`config.mk`:
```
export PLATFORM = sky130hd
export DESIGN_NAME = line_monitor
export DESIGN_NICKNAME = d
export VERILOG_FILES = /design/src/core/line_monitor_pkg.sv /design/src/core/line_monitor.sv
export VERILOG_INCLUDE_DIRS = /design/src /design/src/core
export SDC_FILE = /design/constraint.sdc
export NUM_CORES = 1
export LEC_CHECK = 0
export BUFFER_PORTS_ARGS = -buffer_cell sky130_fd_sc_hd__buf_2
export CAP_MARGIN = 20
export CELL_PAD_IN_SITES_DETAIL_PLACEMENT = 1
export CELL_PAD_IN_SITES_GLOBAL_PLACEMENT = 1
export CORE_ASPECT_RATIO = 0.6
export CORE_UTILIZATION = 50
export CTS_CLUSTER_SIZE = 20
export DETAILED_ROUTE_END_ITERATION = 16
export GPL_ROUTABILITY_DRIVEN = 0
export PLACE_DENSITY = 0.92
export SYNTH_ARGS = -nofsm -noshare
export SYNTH_HDL_FRONTEND = slang
export SYNTH_SLANG_ARGS = --single-unit
```
`constraint.sdc`:
```
create_clock -name pclk -period 8.4 [get_ports pclk]
set_input_delay 0.42 -clock pclk [delete_from_list [all_inputs] [get_ports pclk]]
set_output_delay 0.42 -clock pclk [all_outputs]
set_load 0.01 [all_outputs]
```
`src/core/line_monitor_regs.svh`:
```
// Purpose: Offsets, field positions, reset values and timing for the line monitor.
// Assumes: APB with 32-bit data, one aligned word per register.
// Notes:   Definitions only.
`ifndef LINE_MONITOR_REGS_SVH
`define LINE_MONITOR_REGS_SVH
// ----------------------------------------------------------------
// Register offsets
// ----------------------------------------------------------------
`define CTRL_OFS      8'h00
`define LINE_THR_OFS  8'h04
`define SEQ_THR_OFS   8'h08
`define STATUS_OFS    8'h0C
// ----------------------------------------------------------------
// Fields and reset values
// ----------------------------------------------------------------
`define CTRL_ON_BIT   0
`define CTRL_MODE_LSB 1
`define VOLT_PCT_RST  8'h3C
`define CURR_PCT_RST  8'h0A
`define VOLT_PCT_MIN  8'h0A
`define CURR_PCT_MIN  8'h02
`define PCT_MAX       8'h64
`define SEQ_THR_RST   32'h0A140A14
// ----------------------------------------------------------------
// Timing
// ----------------------------------------------------------------
`define CLK_NS        100
`define TICK_NS       1000000
`define LIVE_ARM_MS   8'hC8
`define FAIL_QUAL_MS  8'h04
`define RELEASE_MS    8'hC8
`define LATCH_MS      8'h64
`define DROP_NUM      21'h000014
`define DROP_DEN      21'h000013
`endif

```
`src/core/line_monitor_pkg.sv`:
```
// Purpose: Types of the line monitor.
// Assumes: Nothing beyond the register header.
// Notes:   Holds types only.
package line_monitor_pkg;
    // Failure detection modes.
    typedef enum logic [1:0] {
        MODE_ZERO    = 2'h0,
        MODE_NEG     = 2'h1,
        MODE_SPECIAL = 2'h2
    } fail_mode_t;
    // Supervision states, one-hot.
    typedef enum logic [2:0] {
        SUP_OFF   = 3'b001,
        SUP_ARMED = 3'b010,
        SUP_FAULT = 3'b100
    } sup_state_t;
    // Whole state of the monitor except dead_prev_reg.
    typedef struct packed {
        logic        op_on;
        fail_mode_t  mode;
        logic [7:0]  volt_pct;
        logic [7:0]  curr_pct;
        logic [31:0] seq_thr;
        logic [2:0]  v_st;
        logic [2:0]  i_st;
        logic [3:0]  seq_st;
        logic        dead;
        logic        live;
        logic [13:0] tick_cnt;
        logic [7:0]  live_ms;
        logic [7:0]  cond_ms;
        logic [7:0]  rel_ms;
        logic [7:0]  age_ms;
        logic        latched;
        sup_state_t  st;
        logic [31:0] rdata;
        logic        slverr;
    } mon_state_t;
endpackage

```
`src/core/line_monitor.sv`:
```
// Purpose: Line state detector and transformer circuit monitor behind APB.
// Assumes: Magnitudes come from same-clock logic, unit 1/256 percent of nominal.
// Notes:   Timers count a 1 ms tick made from pclk.
// Function
// RULE1: Inhibit input asserted disables line state detection.
// RULE2: Per phase voltage start flag when magnitude exceeds voltage limit.
// RULE3: Per phase current start flag when magnitude exceeds current limit.
// RULE4: Dead flag only when all voltages and currents are low.
// RULE5: Live flag when all three phase voltages are high.
// RULE6: Live flag is its own output beside the dead flag.
// RULE7: Detector raises no events of its own.
// RULE8: Exactly three failure modes: zero, negative and special.
// RULE9: Zero mode: residual voltage high and residual current low.
// RULE10: Negative mode: negative voltage high and negative current low.
// RULE11: Special: residual voltage high, residual and negative current low.
// RULE12: Arm only after live flag held 200 ms.
// RULE13: Dead flag disarms supervision.
// RULE14: Armed, fault flag rises after condition holds 4 ms.
// RULE15: Supervision works only while detector on and not inhibited.
// RULE16: Condition gone while live, fault flag drops after 200 ms.
// RULE17: Dead rise after 100 ms of fault latches the fault flag.
// RULE18: Dead rise before 100 ms of fault clears the fault flag.
// RULE19: Voltage threshold 10 to 100 percent, default 60.
// RULE20: Current threshold 2 to 100 percent, default 10.
// RULE21: Operation on/off setting, default off.
// RULE22: Sequence thresholds and mode are software settings.
// RULE23: Timers count a periodic tick and restart when condition drops.
// RULE24: Comparators release at 0.95 of pick-up level.
//
// The implementer's own choices: the APB register port and the placing of the registers.
`timescale 1ns/100ps
`default_nettype none
`include "line_monitor_regs.svh"
module line_monitor
    import line_monitor_pkg::*;
#(
    parameter int TICK_CYCLES = `TICK_NS / `CLK_NS
) (
    input  wire logic        pclk,          // Clock, 10 MHz.
    input  wire logic        presetn,       // Asynchronous reset, low.
    input  wire logic        psel,          // APB select.
    input  wire logic        penable,       // APB access phase.
    input  wire logic        pwrite,        // APB write.
    input  wire logic [7:0]  paddr,         // APB byte address.
    input  wire logic [31:0] pwdata,        // APB write data.
    output logic             pready,        // APB ready.
    output logic [31:0]      prdata,        // APB read data.
    output logic             pslverr,       // APB error, unmapped address, read or write.
    input  wire logic [15:0] phase1_volt,   // Phase 1 voltage magnitude.
    input  wire logic [15:0] phase2_volt,   // Phase 2 voltage magnitude.
    input  wire logic [15:0] phase3_volt,   // Phase 3 voltage magnitude.
    input  wire logic [15:0] phase1_curr,   // Phase 1 current magnitude.
    input  wire logic [15:0] phase2_curr,   // Phase 2 current magnitude.
    input  wire logic [15:0] phase3_curr,   // Phase 3 current magnitude.
    input  wire logic [15:0] residual_voltage,     // Residual voltage.
    input  wire logic [15:0] residual_current,     // Residual current.
    input  wire logic [15:0] negative_seq_voltage, // Negative seq. voltage.
    input  wire logic [15:0] negative_seq_current, // Negative seq. current.
    input  wire logic        line_state_inhibit,   // Detector inhibit.
    output logic             phase1_voltage_present, // Phase 1 V start.
    output logic             phase2_voltage_present, // Phase 2 V start.
    output logic             phase3_voltage_present, // Phase 3 V start.
    output logic             phase1_current_present, // Phase 1 I start.
    output logic             phase2_current_present, // Phase 2 I start.
    output logic             phase3_current_present, // Phase 3 I start.
    output logic             line_dead_flag,         // Dead line.
    output logic             line_live_flag,         // Live line.
    output logic             transformer_fault_flag  // Circuit failure.
);

    // ----------------------------------------------------------------
    // Helpers
    // ----------------------------------------------------------------

    // Comparator with release at 19/20 of the pick-up level.
    function automatic logic hyst(input logic [15:0] mag,
                                  input logic [7:0]  pct,
                                  input logic        prev);
        logic [20:0] m20;
        logic [20:0] t19;
        m20 = 21'(mag) * `DROP_NUM;
        t19 = 21'({pct, 8'h00}) * `DROP_DEN;
        if (mag > {pct, 8'h00})
            hyst = 1'b1;
        else if (prev && (m20 > t19))                       // [RULE24]
            hyst = 1'b1;
        else
            hyst = 1'b0;
    endfunction

    // Clamp a percentage into its settable range.
    function automatic logic [7:0] clamp(input logic [7:0] v,
                                         input logic [7:0] lo);
        if (v < lo)
            clamp = lo;
        else if (v > `PCT_MAX)
            clamp = `PCT_MAX;
        else
            clamp = v;
    endfunction

    // Saturating millisecond timer, cleared when its condition drops.
    function automatic logic [7:0] ms_tmr(input logic [7:0] t,
                                          input logic       cond,
                                          input logic       tick);
        if (!cond)
            ms_tmr = 8'h00;                                 // [RULE23]
        else if (tick && (t != 8'hFF))
            ms_tmr = t + 8'h01;                             // [RULE23]
        else
            ms_tmr = t;
    endfunction

    // ----------------------------------------------------------------
    // State
    // ----------------------------------------------------------------

    mon_state_t s_reg;
    mon_state_t s_next;
    logic       enable;
    logic       tick;
    logic       cond;
    logic       dead_rise;
    logic       wr_en;
    logic       rd_setup;
    logic [3:0] seq_n;

    // Detector and supervision run only when on and not inhibited.
    assign enable = s_reg.op_on && !line_state_inhibit;     // [RULE1] [RULE15]
    assign tick = (s_reg.tick_cnt == 14'(TICK_CYCLES - 1));
    assign wr_en = psel && penable && pwrite;
    assign rd_setup = psel && !penable;

    // Failure condition of the selected mode from the sequence flags.
    always_comb begin
        case (s_reg.mode)
            MODE_ZERO:    cond = s_reg.seq_st[0] && !s_reg.seq_st[1]; // [RULE9]
            MODE_NEG:     cond = s_reg.seq_st[2] && !s_reg.seq_st[3]; // [RULE10]
            MODE_SPECIAL: cond = s_reg.seq_st[0] && !s_reg.seq_st[1]
                                 && !s_reg.seq_st[3];              // [RULE11]
            default:      cond = 1'b0;
        endcase
    end

    // Sequence comparators, thresholds from the sequence register.
    assign seq_n = {hyst(negative_seq_current, s_reg.seq_thr[31:24], s_reg.seq_st[3]),
                    hyst(negative_seq_voltage, s_reg.seq_thr[23:16], s_reg.seq_st[2]),
                    hyst(residual_current, s_reg.seq_thr[15:8], s_reg.seq_st[1]),
                    hyst(residual_voltage, s_reg.seq_thr[7:0], s_reg.seq_st[0])};

    // ----------------------------------------------------------------
    // Next state
    // ----------------------------------------------------------------

    always_comb begin
        logic dead_n;
        logic live_n;
        dead_n = 1'b0;
        live_n = 1'b0;
        s_next = s_reg;
        // Millisecond tick.
        s_next.tick_cnt = tick ? 14'h0000 : s_reg.tick_cnt + 14'h0001;
        // Register writes; an out-of-range mode is refused.
        if (wr_en) begin
            case (paddr)
                `CTRL_OFS: begin
                    s_next.op_on = pwdata[`CTRL_ON_BIT];                 // [RULE21]
                    if (pwdata[`CTRL_MODE_LSB +: 2] != 2'h3)
                        s_next.mode = fail_mode_t'(pwdata[`CTRL_MODE_LSB +: 2]); // [RULE8]
                end
                `LINE_THR_OFS: begin
                    s_next.volt_pct = clamp(pwdata[7:0], `VOLT_PCT_MIN);  // [RULE19]
                    s_next.curr_pct = clamp(pwdata[15:8], `CURR_PCT_MIN); // [RULE20]
                end
                `SEQ_THR_OFS: s_next.seq_thr = pwdata;                    // [RULE22]
                default: ;
            endcase
        end
        // Read data is captured in the setup cycle.
        s_next.slverr = 1'b0;
        if (rd_setup) begin
            case (paddr)
                `CTRL_OFS:     s_next.rdata = {29'h0, s_reg.mode, s_reg.op_on};
                `LINE_THR_OFS: s_next.rdata = {16'h0, s_reg.curr_pct, s_reg.volt_pct};
                `SEQ_THR_OFS:  s_next.rdata = s_reg.seq_thr;
                `STATUS_OFS:   s_next.rdata = {20'h00000, s_reg.latched, s_reg.st,
                                               s_reg.live, s_reg.dead,
                                               s_reg.i_st, s_reg.v_st};
                default: begin
                    s_next.rdata = 32'h00000000;
                    s_next.slverr = 1'b1;
                end
            endcase
        end
        if (!enable) begin
            // Disabled: all flags and supervision cleared.
            s_next.v_st = 3'h0;                                 // [RULE1]
            s_next.i_st = 3'h0;
            s_next.seq_st = 4'h0;
            s_next.dead = 1'b0;
            s_next.live = 1'b0;
            s_next.live_ms = 8'h00;
            s_next.cond_ms = 8'h00;
            s_next.rel_ms = 8'h00;
            s_next.age_ms = 8'h00;
            s_next.latched = 1'b0;
            s_next.st = SUP_OFF;                                // [RULE15]
        end else begin
            // Phase start flags with hysteresis.
            s_next.v_st = {hyst(phase3_volt, s_reg.volt_pct, s_reg.v_st[2]),
                           hyst(phase2_volt, s_reg.volt_pct, s_reg.v_st[1]),
                           hyst(phase1_volt, s_reg.volt_pct, s_reg.v_st[0])}; // [RULE2]
            s_next.i_st = {hyst(phase3_curr, s_reg.curr_pct, s_reg.i_st[2]),
                           hyst(phase2_curr, s_reg.curr_pct, s_reg.i_st[1]),
                           hyst(phase1_curr, s_reg.curr_pct, s_reg.i_st[0])}; // [RULE3]
            s_next.seq_st = seq_n;
            dead_n = (s_reg.v_st == 3'h0) && (s_reg.i_st == 3'h0);  // [RULE4]
            live_n = (s_reg.v_st == 3'h7);                          // [RULE5]
            s_next.dead = dead_n;
            s_next.live = live_n;
            s_next.live_ms = ms_tmr(s_reg.live_ms, s_reg.live, tick);
            s_next.cond_ms = ms_tmr(s_reg.cond_ms, cond, tick);
            case (s_reg.st)
                SUP_OFF: begin
                    if (s_reg.live && !s_reg.dead && s_reg.live_ms >= `LIVE_ARM_MS)
                        s_next.st = SUP_ARMED;                      // [RULE12]
                end
                SUP_ARMED: begin
                    if (s_reg.dead)
                        s_next.st = SUP_OFF;                        // [RULE13]
                    else if (cond && s_reg.cond_ms >= `FAIL_QUAL_MS) begin
                        s_next.st = SUP_FAULT;                      // [RULE14]
                        s_next.age_ms = 8'h00;
                        s_next.rel_ms = 8'h00;
                    end
                end
                SUP_FAULT: begin
                    s_next.age_ms = ms_tmr(s_reg.age_ms, 1'b1, tick);
                    s_next.rel_ms = ms_tmr(s_reg.rel_ms, !cond && s_reg.live, tick);
                    if (dead_rise) begin
                        if (s_reg.age_ms >= `LATCH_MS)
                            s_next.latched = 1'b1;                  // [RULE17]
                        else
                            s_next.st = SUP_OFF;                    // [RULE18]
                    end else if (s_reg.rel_ms >= `RELEASE_MS) begin
                        s_next.st = SUP_ARMED;                      // [RULE16]
                        s_next.latched = 1'b0;
                    end
                end
                default: s_next.st = SUP_OFF;
            endcase
        end
    end

    // Dead flag rising edge, taken from the registered flag.
    logic dead_prev_reg;
    assign dead_rise = s_reg.dead && !dead_prev_reg;

    // ----------------------------------------------------------------
    // Registers
    // ----------------------------------------------------------------

    // State register; reset loads the default settings and the off state.
    always_ff @(posedge pclk or negedge presetn) begin
        if (!presetn) begin
            s_reg <= '0;
            s_reg.mode <= MODE_ZERO;
            s_reg.volt_pct <= `VOLT_PCT_RST;
            s_reg.curr_pct <= `CURR_PCT_RST;
            s_reg.seq_thr <= `SEQ_THR_RST;
            s_reg.st <= SUP_OFF;
            dead_prev_reg <= 1'b0;
        end else begin
            s_reg <= s_next;
            dead_prev_reg <= s_reg.dead;
        end
    end

    // ----------------------------------------------------------------
    // Outputs
    // ----------------------------------------------------------------

    // Zero-wait APB answers; flags are plain levels, no events.
    assign pready = 1'b1;
    assign prdata = s_reg.rdata;
    assign pslverr = s_reg.slverr && psel && penable;
    assign {phase3_voltage_present, phase2_voltage_present,
            phase1_voltage_present} = s_reg.v_st;
    assign {phase3_current_present, phase2_current_present,
            phase1_current_present} = s_reg.i_st;
    assign line_dead_flag = s_reg.dead;
    assign line_live_flag = s_reg.live;                     // [RULE6] [RULE7]
    assign transformer_fault_flag = (s_reg.st == SUP_FAULT);

    // ----------------------------------------------------------------
    // Assertions
    // ----------------------------------------------------------------

    property p_inhibit;
        @(posedge pclk) disable iff (!presetn)
        line_state_inhibit |=> !line_dead_flag && !line_live_flag;
    endproperty
    a_inhibit: assert property (p_inhibit) else $error("flags under inhibit"); // [RULE1]

    property p_dead_all_low;
        @(posedge pclk) disable iff (!presetn)
        line_dead_flag |-> $past(s_reg.v_st) == 3'h0 && $past(s_reg.i_st) == 3'h0;
    endproperty
    a_dead_all_low: assert property (p_dead_all_low) else $error("bad dead"); // [RULE4]

    property p_live_all_high;
        @(posedge pclk) disable iff (!presetn)
        line_live_flag |-> $past(s_reg.v_st) == 3'h7;
    endproperty
    a_live_all_high: assert property (p_live_all_high) else $error("bad live"); // [RULE5]

    property p_arm_wait;
        @(posedge pclk) disable iff (!presetn)
        $rose(s_reg.st == SUP_ARMED) && $past(s_reg.st) == SUP_OFF
        |-> $past(s_reg.live_ms) >= `LIVE_ARM_MS;
    endproperty
    a_arm_wait: assert property (p_arm_wait) else $error("early arm"); // [RULE12]

    property p_dead_disarm;
        @(posedge pclk) disable iff (!presetn)
        s_reg.st == SUP_ARMED && s_reg.dead && enable |=> s_reg.st == SUP_OFF;
    endproperty
    a_dead_disarm: assert property (p_dead_disarm) else $error("no disarm"); // [RULE13]

    property p_fail_qual;
        @(posedge pclk) disable iff (!presetn)
        $rose(transformer_fault_flag) |-> $past(s_reg.cond_ms) >= `FAIL_QUAL_MS;
    endproperty
    a_fail_qual: assert property (p_fail_qual) else $error("early fault"); // [RULE14]

    property p_disable_off;
        @(posedge pclk) disable iff (!presetn)
        !enable |=> !transformer_fault_flag;
    endproperty
    a_disable_off: assert property (p_disable_off) else $error("fault when off"); // [RULE15]

    property p_latch;
        @(posedge pclk) disable iff (!presetn)
        enable && transformer_fault_flag && dead_rise && s_reg.age_ms >= `LATCH_MS
        |=> transformer_fault_flag && s_reg.latched;
    endproperty
    a_latch: assert property (p_latch) else $error("no latch"); // [RULE17]

    property p_early_dead;
        @(posedge pclk) disable iff (!presetn)
        enable && transformer_fault_flag && dead_rise && s_reg.age_ms < `LATCH_MS
        |=> !transformer_fault_flag;
    endproperty
    a_early_dead: assert property (p_early_dead) else $error("no clear"); // [RULE18]

    property p_release;
        @(posedge pclk) disable iff (!presetn)
        $fell(transformer_fault_flag) && $past(enable) && !$past(dead_rise)
        |-> $past(s_reg.rel_ms) >= `RELEASE_MS;
    endproperty
    a_release: assert property (p_release) else $error("early release"); // [RULE16]

    property p_volt_start;
        @(posedge pclk) disable iff (!presetn)
        enable && phase1_volt > {s_reg.volt_pct, 8'h00} |=> phase1_voltage_present;
    endproperty
    a_volt_start: assert property (p_volt_start) else $error("no voltage start"); // [RULE2]

    property p_curr_start;
        @(posedge pclk) disable iff (!presetn)
        enable && phase3_curr > {s_reg.curr_pct, 8'h00} |=> phase3_current_present;
    endproperty
    a_curr_start: assert property (p_curr_start) else $error("no current start"); // [RULE3]

endmodule // line_monitor
`default_nettype wire

```
==> flow_summary.toml <==
[synth]
postSynth.topFlopCell = "sky130_fd_sc_hd__dfrtp_1"
synth.avg_cell_area_um2 = 8.82
synth.top_cells.by_area = "sky130_fd_sc_hd__ha_1 (32%), sky130_fd_sc_hd__dfrtp_1 (14%), sky130_fd_sc_hd__xnor2_1 (4.8%)"
yosysWarningCount = 0
ys_async_sr_fraction = 1.00
synth_mux_area_frac = 0.0201
fraction_of_the_mapped_netlist_area_in_adder_cells = 0.355
synth_edf_count = 0
synthDominantCellAreaShare = 0.322
synth_simple_gate_area_share = 0.146
largest_family_of_logic_cells_by_synthesized_area = "adder cells"
ys_seq_elements = 147
synth_sequential_area_ratio = 0.157
yosys.area_share.xor_xnor = 0.0773
syn_inst = 2662
yosysTopAreaCell = "sky130_fd_sc_hd__ha_1"
synth_compound_gate_area_share = 0.197
count_of_cell_types_in_the_netlist = 90
post_synth_instance_area_um2 = 23500
mappedNetlistNets = 3506

[route]
detail_route.wl_per_cell_um = 22.9
drcViolationCount = 0
antenna_violating_nets_left = 0
detail_route.first_pass.iterations = 5
route.vias.total = 22210
first_iter_violations = 1336
totalWireLength_mm = 80.9
avgViaCountPerCell = 6.29

[global_route]
grt_first_pass_wirelength_mm = 126
grt_antenna_before_repair = 14
vias_in_the_first_global_route = 23881
maximum_number_of_pins_on_one_net_before_global_route_repair = 81
sum_of_overflow_across_all_layers_after_global_routing = 0
grt_util_all_layers = 0.332

[setup_path]
worstSetupPathType = "reg2reg"
critPathLaunch = "s_reg[127]"
timing.critical_path.to_type = "flip-flop"
crit_path_start_kind = "flip-flop"
critical_path.reg2reg.endpoint = "phase3_current_present"
reg2reg_setup_slack_ns = 3.70
path_max_fanout = 10
crit_path_end = "phase3_current_present"
timing.critical_path.required_ns = 8.79
worstPathArrival_ns = 5.08
worstReg2RegStart = "s_reg[127]"
worstRegToRegCells = 14

[layout]
postLayoutCoreUtil = 0.559
layout-drive-gt1-share = 0.129
fin_area_um2 = 25900
largest_register_ff_count = 106
fillCellCount = 5635
num-nets-final = 3720
area.growth.synth_to_final_pct = 10.2

[sta]
final_min_period_over_clock_period = 0.559
slew_headroom = 0.291
worst_clock_skew_ns = 0.0132
hold_viol_final = 0
tns_ns = 0
worst_slew_pin_slew_ns = 1.06
final_report_setup_violation_count = 0
grt_setup_unrepaired = "no"
finalCriticalPeriod_ns = 4.70
slew_violations = 0
max_freq_mhz = 213

[placement]
dp.final_hpwl_mm = 65.2
detailed_place.area_um2 = 25200
port_buffers = 247

[clock_tree]
clkSinkCount = 147
number_of_instances_resized_during_post_cts_repair = 0
clock_path_buffers = 2
clk_pin_slew_worst_paths_ns = 0.08
clock_tree_from_tritoncts = "done"
htreeDepth = 4
cts_root_buf = "sky130_fd_sc_hd__clkbuf_16"
numCtsBuffers = 17
clk_latency_ns = 0.46

[flow_run]
number_of_maximum_capacitance_constraint_violations = 0

[floorplanning]
design.portCount = 249
effective_utilization_at_floorplan = 0.507
floorplan.die.height_um = 170
row_count = 61
core-area_um2 = 46300
die_width_um = 282
design.die.area_um2 = 47900

[power_and_ir_drop]
power.density_cell_area_nw_per_um2 = 117
static-leakage-power_uw = 0.0129
irDropWorstVdd_v = 0.000152

[worst_hold_path]
worst_hold_path_depth = 2
timing.hold.worst.class = "in2reg"

[run_status]
run_status = "finished clean"
layout by cell type (no fill, tap or decap), types with 10 or more instances in the layout:
master                      netlist  final
sky130_fd_sc_hd__nor2b_1         53     53
sky130_fd_sc_hd__nor3_1          57     57
sky130_fd_sc_hd__mux2_2          35     35
sky130_fd_sc_hd__a31oi_1         19     19
sky130_fd_sc_hd__o21ai_0        144    144
sky130_fd_sc_hd__nand4b_1        24     24
sky130_fd_sc_hd__xnor2_1        130    130
sky130_fd_sc_hd__fa_1            34     34
sky130_fd_sc_hd__a2111oi_0       13     13
sky130_fd_sc_hd__dfstp_2         15     15
sky130_fd_sc_hd__a211oi_1        30     30
sky130_fd_sc_hd__o21a_1          75     75
sky130_fd_sc_hd__nor4b_1         10     10
sky130_fd_sc_hd__dfrtp_1        132    132
sky130_fd_sc_hd__a21o_1          65     65
sky130_fd_sc_hd__or3_1           17     17
sky130_fd_sc_hd__ha_1           604    604
sky130_fd_sc_hd__nand4_1         42     42
sky130_fd_sc_hd__o211ai_1        14     14
sky130_fd_sc_hd__nand3_1         47     47
sky130_fd_sc_hd__and3_1          17     17
sky130_fd_sc_hd__xor2_1          69     69
sky130_fd_sc_hd__o21bai_1        36     36
sky130_fd_sc_hd__a22o_1          19     19
sky130_fd_sc_hd__a21oi_1        169    169
sky130_fd_sc_hd__nand2_1        124    124
sky130_fd_sc_hd__nand2b_1        24     23
sky130_fd_sc_hd__a31o_2          11     11
sky130_fd_sc_hd__a22oi_1         18     18
sky130_fd_sc_hd__inv_1          192    192
sky130_fd_sc_hd__nor2_1         192    192
sky130_fd_sc_hd__buf_2            0    246
sky130_fd_sc_hd__o31ai_1         11     11
sky130_fd_sc_hd__diode_2          0     14
sky130_fd_sc_hd__nor4_1          22     22
sky130_fd_sc_hd__clkbuf_16        0     17
cell families (layout without fill, tap and decap cells):
logic type,after synthesis,after routing
AOI/OAI and AO/OA,698,698
xor gates and xnor gates,202,202
adders and majority gates,648,648
buffers and inverters,254,481
DFF,147,147
muxes,39,39
other,1,15
and+or+nand+nor,673,673
cell usage after synthesis (11+ instances only):
library cell / number
sky130_fd_sc_hd__ha_1: 604
sky130_fd_sc_hd__inv_1: 192
sky130_fd_sc_hd__nor2_1: 192
sky130_fd_sc_hd__a21oi_1: 169
sky130_fd_sc_hd__o21ai_0: 144
sky130_fd_sc_hd__dfrtp_1: 132
sky130_fd_sc_hd__xnor2_1: 130
sky130_fd_sc_hd__nand2_1: 124
sky130_fd_sc_hd__o21a_1: 75
sky130_fd_sc_hd__xor2_1: 69
sky130_fd_sc_hd__a21o_1: 65
sky130_fd_sc_hd__nor3_1: 57
sky130_fd_sc_hd__nor2b_1: 53
sky130_fd_sc_hd__nand3_1: 47
sky130_fd_sc_hd__nand4_1: 42
sky130_fd_sc_hd__o21bai_1: 36
sky130_fd_sc_hd__mux2_2: 35
sky130_fd_sc_hd__buf_4: 34
sky130_fd_sc_hd__fa_1: 34
sky130_fd_sc_hd__a211oi_1: 30
sky130_fd_sc_hd__nand2b_1: 24
sky130_fd_sc_hd__nand4b_1: 24
sky130_fd_sc_hd__clkbuf_1: 23
sky130_fd_sc_hd__nor4_1: 22
sky130_fd_sc_hd__a22o_1: 19
sky130_fd_sc_hd__a31oi_1: 19
sky130_fd_sc_hd__a22oi_1: 18
sky130_fd_sc_hd__and3_1: 17
sky130_fd_sc_hd__or3_1: 17
sky130_fd_sc_hd__dfstp_2: 15
sky130_fd_sc_hd__o211ai_1: 14
sky130_fd_sc_hd__a2111oi_0: 13
sky130_fd_sc_hd__a31o_2: 11
sky130_fd_sc_hd__o31ai_1: 11
how the worst min path moves through the flow:
| stage | startpoint | endpoint |
|---|---|---|
| final | pwdata[16] | s_reg[111] |
| after global routing | pwdata[29] | s_reg[124] |
| after CTS | pwdata[16] | s_reg[111] |
| after detailed placement | s_reg[69] | s_reg[69] |
| after global placement | s_reg[69] | s_reg[69] |
| after floorplan | presetn | dead_prev_reg |
timing repair:
action,in CTS,in global routing
setup endpoints to repair,0,0
setup buffers,0,0
hold buffers,1,0
endpoints found under the hold margin,30,0
routing by layer:
metal / wire length, µm / vias up / global-route usage
li1: - / 10285 / -
met4: 3170 / 0 / 0.142
met2: 38500 / 809 / 0.570
met3: 4380 / 196 / 0.0413
met1: 34800 / 10920 / 0.419
met5: 0 / - / 0
worst max-delay path, cell delays in order (launching register included):
cell and delay, ns:
sky130_fd_sc_hd__dfrtp_1 0.67, sky130_fd_sc_hd__ha_1 0.34, sky130_fd_sc_hd__ha_1 0.29, sky130_fd_sc_hd__ha_1 0.37, sky130_fd_sc_hd__a21o_1 0.22, sky130_fd_sc_hd__a211oi_1 0.26, sky130_fd_sc_hd__nor2_1 0.12, sky130_fd_sc_hd__o41ai_2 0.48
sky130_fd_sc_hd__nor2b_1 0.13, sky130_fd_sc_hd__o21ai_0 0.60, sky130_fd_sc_hd__ha_1 0.25, sky130_fd_sc_hd__nand2_1 0.06, sky130_fd_sc_hd__nor4b_1 0.45, sky130_fd_sc_hd__a221o_1 0.26, sky130_fd_sc_hd__o2bb2ai_1 0.11
report_power, final:
group | internal (µW) | switching (µW)
registers | 713 | 9.62
clock network | 446 | 375
logic | 631 | 853
per-stage QoR:
| step | hold slack (ns) | power, µW | setup WS (ns) | instances |
|---|---|---|---|---|
| after floorplan | 0.124 | 1720 | 4.28 | 2662 |
| after global placement | 0.439 | 2040 | 3.94 | 3485 |
| after detailed placement | 0.462 | 2170 | 3.80 | 3485 |
| after CTS | 0.179 | 3010 | 3.84 | 3518 |
| after global routing | 0.200 | 3200 | 3.58 | 3532 |
| final | 0.202 | 3030 | 3.70 | 3533 |
cell type report:
type / count / area, µm² / share of cell area
Multi-Input combinational cell: 2261 / 18700 / 0.723
Sequential cell: 147 / 3700 / 0.143
Timing Repair Buffer: 256 / 1330 / 0.0515
Tap cell: 630 / 788 / 0.0305
Inverter: 193 / 724 / 0.0280
Clock buffer: 17 / 425 / 0.0164
Clock inverter: 15 / 171 / 0.00662
Antenna cell: 14 / 35.0 / 0.00135
Note: power is estimated with default switching activity, not from simulation.
